==> src/core/cel_cfg.svh <==
// constants for the exception entry logic
`ifndef CEL_CFG_SVH
`define CEL_CFG_SVH

// ********************
// status word fields
// ********************
`define CEL_SR_D        27
`define CEL_SR_DM       26
`define CEL_SR_J        25
`define CEL_SR_MODE_HI  24
`define CEL_SR_MODE_LO  22
`define CEL_SR_EM       21
`define CEL_SR_I3M      20
`define CEL_SR_I2M      19
`define CEL_SR_I1M      18
`define CEL_SR_I0M      17
`define CEL_SR_GM       16
`define CEL_SR_R        15
`define CEL_SR_RESET    32'h0021_0000

// ********************
// mode values
// ********************
`define CEL_MODE_EXC    3'h6
`define CEL_MODE_NMI    3'h7
`define CEL_MODE_L3     3'h5
`define CEL_MODE_L2     3'h4
`define CEL_MODE_L1     3'h3
`define CEL_MODE_L0     3'h2

// ********************
// vector offsets
// ********************
`define CEL_VEC_UNREC   32'h0000_0000
`define CEL_VEC_DBUS    32'h0000_0008
`define CEL_VEC_IBUS    32'h0000_000c
`define CEL_VEC_NMI     32'h0000_0010
`define CEL_VEC_IADDR   32'h0000_0014
`define CEL_VEC_IPROT   32'h0000_0018
`define CEL_VEC_BKPT    32'h0000_001c
`define CEL_VEC_ILL     32'h0000_0020
`define CEL_VEC_UNIMPL  32'h0000_0024
`define CEL_VEC_DREAD   32'h0000_0034
`define CEL_VEC_IMISS   32'h0000_0050

// ********************
// instruction event bits
// ********************
`define CEL_IE_W        8
`define CEL_IE_IBUS     0
`define CEL_IE_IADDR    1
`define CEL_IE_IMISS    2
`define CEL_IE_IPROT    3
`define CEL_IE_BKPT     4
`define CEL_IE_ILL      5
`define CEL_IE_UNIMPL   6
`define CEL_IE_DREAD    7

// ********************
// fault page register
// ********************
`define CEL_PG_LSB      10
`define CEL_PG_ISIDE    8

// ********************
// register word indices and save slots
// ********************
`define CEL_REG_STATUS  5'h00
`define CEL_REG_VBASE   5'h01
`define CEL_REG_FVADDR  5'h02
`define CEL_REG_FPAGE   5'h03
`define CEL_REG_SAVE0   5'h04
`define CEL_REG_LAST    5'h11
`define CEL_SLOTS       7
`define CEL_SLOT_EXC    3'h0
`define CEL_SLOT_NMI    3'h1
`define CEL_SLOT_L3     3'h2
`define CEL_SLOT_L2     3'h3
`define CEL_SLOT_L1     3'h4
`define CEL_SLOT_L0     3'h5
`define CEL_SLOT_DBG    3'h6

`endif

==> src/core/cel_pkg.sv <==
// types for the exception entry logic
package cel_pkg;
  typedef enum logic [4:0] {
    EV_NONE, EV_UNREC, EV_DBUS, EV_IBUS, EV_NMI, EV_IRQ_LEVEL3, EV_IRQ_LEVEL2, EV_IRQ_LEVEL1, EV_IRQ_LEVEL0,
    EV_IADDR, EV_IMISS, EV_IPROT, EV_BKPT, EV_ILL, EV_UNIMPL, EV_DREAD
  } cel_evt_t;
endpackage

==> src/core/cel_exc_entry.sv <==
// exception and interrupt entry logic with register access
`timescale 1ns/10ps
`default_nettype none
`include "cel_cfg.svh"

module cel_exc_entry
  import cel_pkg::*;
(
  // clock and reset
  input  wire logic                 ref_clk,
  input  wire logic                 rst_n,
  // avalon-mm slave
  input  wire logic [4:0]           avs_address,
  input  wire logic                 avs_read,
  input  wire logic                 avs_write,
  input  wire logic [31:0]          avs_writedata,
  output logic      [31:0]          avs_readdata,
  output logic                      avs_waitrequest,
  // asynchronous event lines
  input  wire logic                 nmiReq,
  input  wire logic [3:0]           irqLevel,
  input  wire logic                 debugBreak,
  // interrupt controller offset
  input  wire logic [31:0]          irqOffset,
  // pipeline side
  input  wire logic                 instrBoundary,
  input  wire logic                 dataBusErr,
  input  wire logic [`CEL_IE_W-1:0] oldEvt,
  input  wire logic [`CEL_IE_W-1:0] youngEvt,
  input  wire logic [31:0]          offendPc,
  input  wire logic [31:0]          nextPc,
  input  wire logic [31:0]          failVaddr,
  input  wire logic                 debugReturn,
  // redirect to fetch
  output logic                      redirValid,
  output logic      [31:0]          redirAddr,
  output cel_evt_t                  entryCause,
  output logic      [31:0]          statusWord
);

  // ********************
  // reset release
  // ********************
  logic [1:0] rstSync;
  logic       rstN;
  always_ff @(posedge ref_clk or negedge rst_n) begin
    if (!rst_n) rstSync <= 2'h0;
    else rstSync <= {rstSync[0], 1'b1};
  end
  assign rstN = rstSync[1];

  // ********************
  // input synchronisers
  // ********************
  // a change only counts once two later stages agree, so a runt pulse is dropped
  logic [5:0] sync1, sync2, sync3, filt, agree;
  assign agree = ~(sync2 ^ sync3);
  always_ff @(posedge ref_clk or negedge rstN) begin
    if (!rstN) begin
      sync1 <= 6'h00;
      sync2 <= 6'h00;
      sync3 <= 6'h00;
      filt  <= 6'h00;
    end else begin
      sync1 <= {debugBreak, nmiReq, irqLevel};
      sync2 <= sync1;
      sync3 <= sync2;
      filt  <= (filt & ~agree) | (sync3 & agree);
    end
  end

  logic       nmiF, brkF;
  logic [3:0] irqF;
  assign irqF = filt[3:0];
  assign nmiF = filt[4];
  assign brkF = filt[5];

  // ********************
  // registers
  // ********************
  logic [31:0] sr, vectorBase, faultVaddr, faultPage;
  logic [31:0] savedStatus [`CEL_SLOTS];
  logic [31:0] savedReturn [`CEL_SLOTS];
  logic [2:0]  mode;
  assign mode = sr[`CEL_SR_MODE_HI:`CEL_SR_MODE_LO];
  assign statusWord = sr;

  // ********************
  // event selection
  // ********************
  logic [`CEL_IE_W-1:0] ie;
  logic        take, excClass, faultRec, iSide, useOffset;
  cel_evt_t    kind;
  logic [2:0]  slot;
  logic [31:0] next_sr, vecOff, retAddr;

  always_comb begin
    // the oldest instruction wins even over higher priority younger events
    ie = (oldEvt != '0) ? oldEvt : youngEvt;
    kind = EV_NONE;
    if (instrBoundary) begin
      if (dataBusErr) kind = EV_DBUS;
      else if (ie[`CEL_IE_IBUS]) kind = EV_IBUS;
      else if (nmiF && mode != `CEL_MODE_NMI) kind = EV_NMI;
      else if (irqF[3] && !sr[`CEL_SR_GM] && !sr[`CEL_SR_I3M]) kind = EV_IRQ_LEVEL3;
      else if (irqF[2] && !sr[`CEL_SR_GM] && !sr[`CEL_SR_I2M]) kind = EV_IRQ_LEVEL2;
      else if (irqF[1] && !sr[`CEL_SR_GM] && !sr[`CEL_SR_I1M]) kind = EV_IRQ_LEVEL1;
      else if (irqF[0] && !sr[`CEL_SR_GM] && !sr[`CEL_SR_I0M]) kind = EV_IRQ_LEVEL0;
      else if (ie[`CEL_IE_IADDR]) kind = EV_IADDR;
      else if (ie[`CEL_IE_IMISS]) kind = EV_IMISS;
      else if (ie[`CEL_IE_IPROT]) kind = EV_IPROT;
      else if (ie[`CEL_IE_BKPT] || (brkF && !sr[`CEL_SR_DM])) kind = EV_BKPT;
      else if (ie[`CEL_IE_ILL]) kind = EV_ILL;
      else if (ie[`CEL_IE_UNIMPL]) kind = EV_UNIMPL;
      else if (ie[`CEL_IE_DREAD]) kind = EV_DREAD;
    end
    excClass = (kind == EV_DBUS) || (kind == EV_IBUS) || (kind == EV_IADDR) || (kind == EV_IMISS) ||
               (kind == EV_IPROT) || (kind == EV_ILL) || (kind == EV_UNIMPL) || (kind == EV_DREAD);
    if (excClass && sr[`CEL_SR_EM]) kind = EV_UNREC;
    take      = (kind != EV_NONE);
    next_sr   = sr;
    next_sr[`CEL_SR_R] = 1'b0;
    next_sr[`CEL_SR_J] = 1'b0;
    slot      = `CEL_SLOT_EXC;
    vecOff    = `CEL_VEC_UNREC;
    retAddr   = offendPc;
    faultRec  = 1'b0;
    iSide     = 1'b0;
    useOffset = 1'b0;
    unique case (kind)
      EV_UNREC, EV_IBUS, EV_ILL, EV_UNIMPL, EV_DREAD, EV_DBUS: begin
        next_sr[`CEL_SR_MODE_HI:`CEL_SR_MODE_LO] = `CEL_MODE_EXC;
        next_sr[`CEL_SR_EM] = 1'b1;
        next_sr[`CEL_SR_GM] = 1'b1;
        if (kind == EV_DBUS) begin
          vecOff  = `CEL_VEC_DBUS;
          retAddr = nextPc;
        end
        if (kind == EV_IBUS) vecOff = `CEL_VEC_IBUS;
        if (kind == EV_ILL) vecOff = `CEL_VEC_ILL;
        if (kind == EV_UNIMPL) vecOff = `CEL_VEC_UNIMPL;
        if (kind == EV_DREAD) begin
          vecOff   = `CEL_VEC_DREAD;
          faultRec = 1'b1;
        end
      end
      EV_NMI: begin
        slot    = `CEL_SLOT_NMI;
        retAddr = nextPc;
        vecOff  = `CEL_VEC_NMI;
        next_sr[`CEL_SR_MODE_HI:`CEL_SR_MODE_LO] = `CEL_MODE_NMI;
        next_sr[`CEL_SR_EM] = 1'b1;
        next_sr[`CEL_SR_GM] = 1'b1;
      end
      EV_IRQ_LEVEL3, EV_IRQ_LEVEL2, EV_IRQ_LEVEL1, EV_IRQ_LEVEL0: begin
        retAddr   = nextPc;
        useOffset = 1'b1;
        next_sr[`CEL_SR_I0M] = 1'b1;
        if (kind == EV_IRQ_LEVEL0) begin
          slot = `CEL_SLOT_L0;
          next_sr[`CEL_SR_MODE_HI:`CEL_SR_MODE_LO] = `CEL_MODE_L0;
        end
        if (kind != EV_IRQ_LEVEL0) next_sr[`CEL_SR_I1M] = 1'b1;
        if (kind == EV_IRQ_LEVEL1) begin
          slot = `CEL_SLOT_L1;
          next_sr[`CEL_SR_MODE_HI:`CEL_SR_MODE_LO] = `CEL_MODE_L1;
        end
        if (kind == EV_IRQ_LEVEL2 || kind == EV_IRQ_LEVEL3) next_sr[`CEL_SR_I2M] = 1'b1;
        if (kind == EV_IRQ_LEVEL2) begin
          slot = `CEL_SLOT_L2;
          next_sr[`CEL_SR_MODE_HI:`CEL_SR_MODE_LO] = `CEL_MODE_L2;
        end
        if (kind == EV_IRQ_LEVEL3) begin
          slot = `CEL_SLOT_L3;
          next_sr[`CEL_SR_I3M] = 1'b1;
          next_sr[`CEL_SR_MODE_HI:`CEL_SR_MODE_LO] = `CEL_MODE_L3;
        end
      end
      EV_IADDR, EV_IMISS, EV_IPROT: begin
        faultRec = 1'b1;
        iSide    = (kind != EV_IADDR);
        next_sr[`CEL_SR_MODE_HI:`CEL_SR_MODE_LO] = `CEL_MODE_EXC;
        next_sr[`CEL_SR_EM] = 1'b1;
        if (kind == EV_IADDR) vecOff = `CEL_VEC_IADDR;
        if (kind == EV_IMISS) vecOff = `CEL_VEC_IMISS;
        if (kind == EV_IPROT) vecOff = `CEL_VEC_IPROT;
      end
      EV_BKPT: begin
        slot   = `CEL_SLOT_DBG;
        vecOff = `CEL_VEC_BKPT;
        next_sr[`CEL_SR_MODE_HI:`CEL_SR_MODE_LO] = `CEL_MODE_EXC;
        next_sr[`CEL_SR_D]  = 1'b1;
        next_sr[`CEL_SR_DM] = 1'b1;
        next_sr[`CEL_SR_EM] = 1'b1;
      end
      EV_NONE: begin
        next_sr = sr;
      end
    endcase
  end

  // ********************
  // bus handshake
  // ********************
  // one wait state: read data is registered before waitrequest drops
  logic busAck, busRd, busWr;
  assign avs_waitrequest = (avs_read | avs_write) & ~busAck;
  assign busWr = avs_write & busAck;
  assign busRd = avs_read & ~busAck;
  always_ff @(posedge ref_clk or negedge rstN) begin
    if (!rstN) busAck <= 1'b0;
    else busAck <= (avs_read | avs_write) & ~busAck;
  end

  logic [4:0] saveIdx;
  assign saveIdx = avs_address - `CEL_REG_SAVE0;
  always_ff @(posedge ref_clk or negedge rstN) begin
    if (!rstN) avs_readdata <= 32'h0000_0000;
    else if (busRd) begin
      if (avs_address == `CEL_REG_STATUS) avs_readdata <= sr;
      else if (avs_address == `CEL_REG_VBASE) avs_readdata <= vectorBase;
      else if (avs_address == `CEL_REG_FVADDR) avs_readdata <= faultVaddr;
      else if (avs_address == `CEL_REG_FPAGE) avs_readdata <= faultPage;
      else if (avs_address >= `CEL_REG_SAVE0 && avs_address <= `CEL_REG_LAST) begin
        avs_readdata <= saveIdx[0] ? savedReturn[saveIdx[3:1]] : savedStatus[saveIdx[3:1]];
      end else avs_readdata <= 32'h0000_0000;
    end
  end

  // ********************
  // status and vector base
  // ********************
  // hardware entry wins over a software write in the same cycle
  always_ff @(posedge ref_clk or negedge rstN) begin
    if (!rstN) sr <= `CEL_SR_RESET;
    else if (take) sr <= next_sr;
    else if (debugReturn && sr[`CEL_SR_D]) sr <= savedStatus[`CEL_SLOT_DBG];
    else if (busWr && avs_address == `CEL_REG_STATUS) sr <= avs_writedata;
  end

  always_ff @(posedge ref_clk or negedge rstN) begin
    if (!rstN) vectorBase <= 32'h0000_0000;
    else if (busWr && avs_address == `CEL_REG_VBASE) vectorBase <= avs_writedata;
  end

  // ********************
  // save registers
  // ********************
  always_ff @(posedge ref_clk or negedge rstN) begin
    if (!rstN) begin
      for (int i = 0; i < `CEL_SLOTS; i++) begin
        savedStatus[i] <= 32'h0000_0000;
        savedReturn[i] <= 32'h0000_0000;
      end
    end else if (take) begin
      savedStatus[slot] <= sr;
      savedReturn[slot] <= retAddr;
    end else if (busWr && avs_address >= `CEL_REG_SAVE0 && avs_address <= `CEL_REG_LAST) begin
      if (saveIdx[0]) savedReturn[saveIdx[3:1]] <= avs_writedata;
      else savedStatus[saveIdx[3:1]] <= avs_writedata;
    end
  end

  // ********************
  // translation fault record
  // ********************
  // bits below the page number other than the side flag are kept, so software tags survive
  always_ff @(posedge ref_clk or negedge rstN) begin
    if (!rstN) begin
      faultVaddr <= 32'h0000_0000;
      faultPage  <= 32'h0000_0000;
    end else if (take && faultRec) begin
      faultVaddr <= failVaddr;
      faultPage[31:`CEL_PG_LSB] <= failVaddr[31:`CEL_PG_LSB];
      if (kind != EV_DREAD && kind != EV_IADDR) faultPage[`CEL_PG_ISIDE] <= iSide;
    end else if (busWr) begin
      if (avs_address == `CEL_REG_FVADDR) faultVaddr <= avs_writedata;
      if (avs_address == `CEL_REG_FPAGE) faultPage <= avs_writedata;
    end
  end

  // ********************
  // redirect output
  // ********************
  // or-ing rather than adding saves an adder; software aligns the base to suit
  always_ff @(posedge ref_clk or negedge rstN) begin
    if (!rstN) begin
      redirValid <= 1'b0;
      redirAddr  <= 32'h0000_0000;
      entryCause <= EV_NONE;
    end else begin
      redirValid <= take || (debugReturn && sr[`CEL_SR_D]);
      entryCause <= kind;
      if (take) redirAddr <= vectorBase | (useOffset ? irqOffset : vecOff);
      else if (debugReturn && sr[`CEL_SR_D]) redirAddr <= savedReturn[`CEL_SLOT_DBG];
    end
  end
endmodule // cel_exc_entry
`default_nettype wire

==> config.mk <==
export PLATFORM = sky130hd
export DESIGN_NAME = cel_exc_entry
export DESIGN_NICKNAME = d
export VERILOG_FILES = /design/src/core/cel_pkg.sv /design/src/core/cel_exc_entry.sv
export VERILOG_INCLUDE_DIRS = /design/src /design/src/core
export SDC_FILE = /design/constraint.sdc
export NUM_CORES = 2
export LEC_CHECK = 0
export BUFFER_PORTS_ARGS = -buffer_cell sky130_fd_sc_hd__buf_2
export CAP_MARGIN = 25
export CORE_MARGIN = 3
export CORE_UTILIZATION = 44
export CTS_BUF_LIST = sky130_fd_sc_hd__clkbuf_4 sky130_fd_sc_hd__clkbuf_8 sky130_fd_sc_hd__clkbuf_16
export CTS_CLUSTER_DIAMETER = 120
export CTS_CLUSTER_SIZE = 24
export DETAILED_ROUTE_END_ITERATION = 6
export HOLD_SLACK_MARGIN = 0.06
export RECOVER_POWER = 50
export SLEW_MARGIN = 20
export SYNTH_ARGS = -nofsm -noshare
export SYNTH_HDL_FRONTEND = slang
export SYNTH_SLANG_ARGS = --single-unit
==> constraint.sdc <==
create_clock -name ref_clk -period 36 [get_ports ref_clk]
set_input_delay 3.6 -clock ref_clk [delete_from_list [all_inputs] [get_ports ref_clk]]
set_output_delay 3.6 -clock ref_clk [all_outputs]
set_load 0.01 [all_outputs]
# Yosys cells after proc, flatten, opt, wreduce, memory -nomap -nowiden
# Index checks and enable logic that the tools add are counted.
[op_classes] addsub=1 multipliers=0 n_div=0 order_cmp=6 eq_ne=41 n_shift=0 mux=91 bitwise=16 n_reduce_logical=72
[op_table] op="$mux 224" count=6
[op_table] op="$mux 32" count=29
[op_table] op="$bwmux 224" count=4
[op_table] op="$bmux 32 s3" count=2
[op_table] op="$demux 32 s3" count=2
[op_table] op="$pmux 32 s4" count=1
[op_table] op="$eq 5x4->1 const B" count=14
[op_table] op="$mux 4" count=17
[op_table] op="$pmux 32 s2" count=1
[op_table] op="$or 32x32->32" count=1
[op_table] op="$eq 5x2->1 const B" count=6
[op_table] op="$mux 28" count=1
[op_table] op="$mux 3" count=8
[op_table] op="$mux 22" count=1
[op_table] op="$logic_and 1x1->1" count=21
[op_table] op="$eq 5x3->1 const B" count=4
[op_table] op="$reduce_and 2->1" count=10
[op_table] op="$pmux 3 s3" count=2
[op_table] op="$reduce_and 3->1" count=6
[op_table] op="$mux 16" count=1
[op_table] op="$ne 5x4->1 const B" count=3
[op_table] op="$reduce_bool 2->1" count=7
[op_table] op="$and 6x6->6" count=2
[op_table] op="$ne 2x1->1 const B" count=6
[op_table] op="34 further kinds" count=72
[word_totals] regBits=673 latch_bits=0 mem_bits_rw=0 romBits=0 inputBits=194 n_memories=0

# Logic depth before layout (Yosys ltp)
[logic_depth] word_depth=40 ltp_mapped=14 mapped_depth_nobuf=10

# Least setup slack after synthesis
# Ideal clock, no wire load.
[synth_path] path_kind="in2out" startpoint="in avs_write" endpoint="out avs_waitrequest" arrival_time_ns=3.809 required_time_ns=32.400 setup_slack_ns=28.591 stages=2 path_buffers=0 cell_sequence="nor2_1 nor2_1"
[synth_via] elab_chain_len=2
[synth_rtl] element="from (decl)" line="cel_exc_entry.sv:15" rtl="input wire logic avs_write,"
[synth_rtl] element="$or 1x1->1" line="cel_exc_entry.sv:207" rtl="assign avs_waitrequest = (avs_read | avs_write) & ~busAck;"
[synth_rtl] element="$and 1x1->1" line="cel_exc_entry.sv:207"
[synth_rtl] element="to (decl)" line="cel_exc_entry.sv:18" rtl="output logic avs_waitrequest,"
# Every way passes these cells.

==> results.yml <==
floorplan:
  core_um2: 80680
  placementRows: 104
  die_w_um: 291.8
  dieArea_um2: 85140
  die_h_um: 291.8
  start_util_pct: 44.54
  pin_count: 297
route:
  routed_wl_mm: 148.1
  vias_per_cell: 7.068
  drt_iter0_markers: 4083
  wire_per_inst_um: 32.98
  vias: 31741
  ant_nets: 0
  first_pass_iters: 6
  route.detailed.drc: 0
clock_tree:
  cts_buffers: 31
  clkLatencyLatePin_ns: 0.68
  cts_resized: 0
  cts_setup_buffers: 0
  cts_tree: "yes"
  htreeDepth: 1
  holdBufCountCts: 0
  clockBufferDepth: 3
  root_buffer: "clkbuf_16"
  path_clk_slew_ns: 0.10
  cts.sinks: 672
global_routing:
  antenna_found_initial: 4
  grt_max_degree: 151
  track_usage_pct: 33.78
  overflow: 0
  grt_pass1_wl_mm: 217.1
  grt_pass1_vias: 31581
yosys:
  yosysWarnings: 0
  async_flop_share_pct: 100.0
  synth-seq-cells: 672
  synthFlopType: "dfrtp_1"
  synth_area_um2: 35940
  synthCells: 3421
  synth_area_leaders: "dfrtp_1 47%, o2bb2ai_1 5.9%, a22oi_1 5.2%, mux4_2 4.1%, mux2_2 3.4%"
  synth_cell_types: 85
  synth_commonest_cells: "670 x dfrtp_1, 296 x clkbuf_1, 296 x nand2_1"
  synth_top_area_share_pct: 46.66
  syn_nets: 3619
  syn_area_per_cell_um2: 10.50
  synth_area_leader_cell: "dfrtp_1"
  seq_area_frac_synth_pct: 46.80
  synth_edf_count: 0
  synth.most_common_cell: "dfrtp_1"
power_and_ir_drop:
  intPower_uw: 1616
  p_per_area_nw_per_um2: 65.78
  pwr-share-seq_pct: 50.9
  power.switching_uw: 940.8
  swShare_pct: 36.80
  p_comb_share_pct: 31.5
  ir_drop_mv: 0.03768
  clockPowerShare_pct: 17.6
  p_leak_uw: 0.01658
setup_path:
  regToRegSetupSlack_ns: 24.64
  slowest_stage: "clkbuf_1"
  crit_arrival_ns: 11.66
  cp_data_required_time_ns: 36.30
  cp_num_buf_inv: 3
  path_cells: "clkbuf_1 -> clkbuf_1 -> clkbuf_1"
  critPathMaxFanout: 150
  start_kind: "flip-flop"
  max_stage_delay_ns: 5.88
  endpoint_kind: "asynchronous set/reset pin"
  critPathKind: "reg -> async"
  critPathTopFamily: "buffers and inverters"
  path_common_cell: "clkbuf_1"
final_layout:
  fin_nets: 3603
  drive_gt1_share_pct: 19.68
  stdcell_count: 4491
  area_growth_pct: 8.158
  fillers: 7458
place:
  place_inst: 4428
  io_buffers: 295
  dp_hpwl_mm: 88.79
  gp_congestion: 0.9069
sta:
  clock.fmax_ghz: 0.08800
  finalCritPeriodShare_pct: 31.56
  setup_violations: 0
  finalClockSkew_ns: 0.01814
  rsz0062_at_grt: "no"
  setup_tns_ns: 0
  slew_headroom_pct: -457.7
  maxSlewViolCount: 691
  worst_pin_slew_ns: 8.366
  final-hold-violation-count: 0
  layout_min_cycle_time_ns: 11.36
outcome:
  status: "finished, violations left"
  violations: "max-capacitance violations, max-slew violations"
flow_run:
  maxCapViolations: 11
hold_path:
  min_path_type: "reg -> reg"
sequential cells by signal, summed over array words and instances, names as in the netlist, named ones only:
signal        cells
sync2             6
redirValid        1
redirAddr        32
avs_readdata     32
rstSync           2
busAck            1
sync1             6
vectorBase       32
entryCause        4
faultVaddr       32
faultPage        32
sync3             6
statusWord       32
savedStatus     224
savedReturn     224
routing by layer:
metal  part of all wire (%)  routed length [um]  global-route usage (%)  vias to the layer above
met3                     12               17550                   8.883                      390
met1                     40               59340                   46.90                    16190
met5                  0.023                  34                       0                        -
met4                    4.5                6661                   14.04                        4
met2                     44               64510                   50.32                     2307
li1                       -                   -                       -                    12850
metrics by stage:
| stage | hold WS [ns] | utilization (%) | total power [uW] | setup slack, ns | cell area, um2 |
|---|---|---|---|---|---|
| after floorplan | 0.3312 | - | 1788 | 15.89 | 35940 |
| after global placement | 0.3337 | 46.85 | 2055 | 27.93 | 37800 |
| after detailed placement | 0.3347 | 46.99 | 2094 | 27.69 | 37910 |
| after CTS | 0.3582 | 48.20 | 2537 | 28.31 | 38890 |
| after global routing | 0.3672 | 48.17 | 2676 | 22.58 | 38860 |
| final | 0.3572 | 48.18 | 2557 | 24.64 | 38870 |
worst register-to-register path, delay by kind of cell (launching register included):
family,cells,cell delay [ns]
DFF,1,1.74
buffers and inverters,3,9.24
cells by family (layout without fill, tap and decap cells):
group / after synthesis / in the layout / share of synthesized area, %
compound gates: 1250 / 1250 / 27.39
buf+inv: 533 / 542 / 6.117
other cells: 2 / 3 / 0.02090
mux: 321 / 321 / 11.75
simple gates: 633 / 633 / 7.604
flops: 672 / 672 / 46.80
fa+ha+maj: 10 / 10 / 0.3064
path summary, 6_finish.rpt:
path	from	end	cells past startpoint
setup / recovery	rstSync[1]$_DFF_PN0_	redirAddr[31]$_DFFE_PN0P_	3
hold / removal	sync1[2]$_DFF_PN0_	sync2[2]$_DFF_PN0_	0
setup reg to reg	rstSync[1]$_DFF_PN0_	redirAddr[31]$_DFFE_PN0P_	3
hold reg to reg	sync1[2]$_DFF_PN0_	sync2[2]$_DFF_PN0_	0
max in group ref_clk	avs_write	avs_waitrequest	4
min in group asynchronous	rstSync[1]$_DFF_PN0_	savedStatus[102]$_DFFE_PN0P_	0
cells in the final DEF, fill, tap and decap left out, types with 31 or more instances in the layout:
cell type  instances
a211oi_1          33
a21o_1            66
a21oi_1           66
a221oi_1          33
a22o_1            41
a22oi_1          248
a31oi_1          118
a32o_1            39
buf_2            266
buf_4             65
clkbuf_1          36
clkbuf_16         31
dfrtp_1          670
inv_1            107
mux2_1            49
mux2_2           109
mux2i_1           98
mux4_2            65
nand2_1          293
nand2b_1          31
nor2_1           210
o211ai_1          65
o21ai_0           81
o221ai_1          63
o2bb2ai_1        244
power groups by stage:
stage | sequential (uW) | clock (uW) | combinational [uW]
global route | 1330 | 480 | 868
floorplan | 1210 | 0 | 582
global placement | 1290 | 0 | 766
detailed placement | 1300 | 0 | 794
finish | 1300 | 450 | 804
CTS | 1290 | 453 | 796
cell type report:
cell class	count	area, um2	share of cell area (%)
well taps	1060	1326	3.412
flip-flops and latches	672	16820	43.27
diodes	1	2.502	0.006438
clock inverters	1	8.758	0.02253
clock buffers	57	970.9	2.498
multi-input cells	2216	17220	44.30
inverters	109	409.1	1.053
repair buffers	375	2113	5.437
Power figures use the tool's default switching activity.
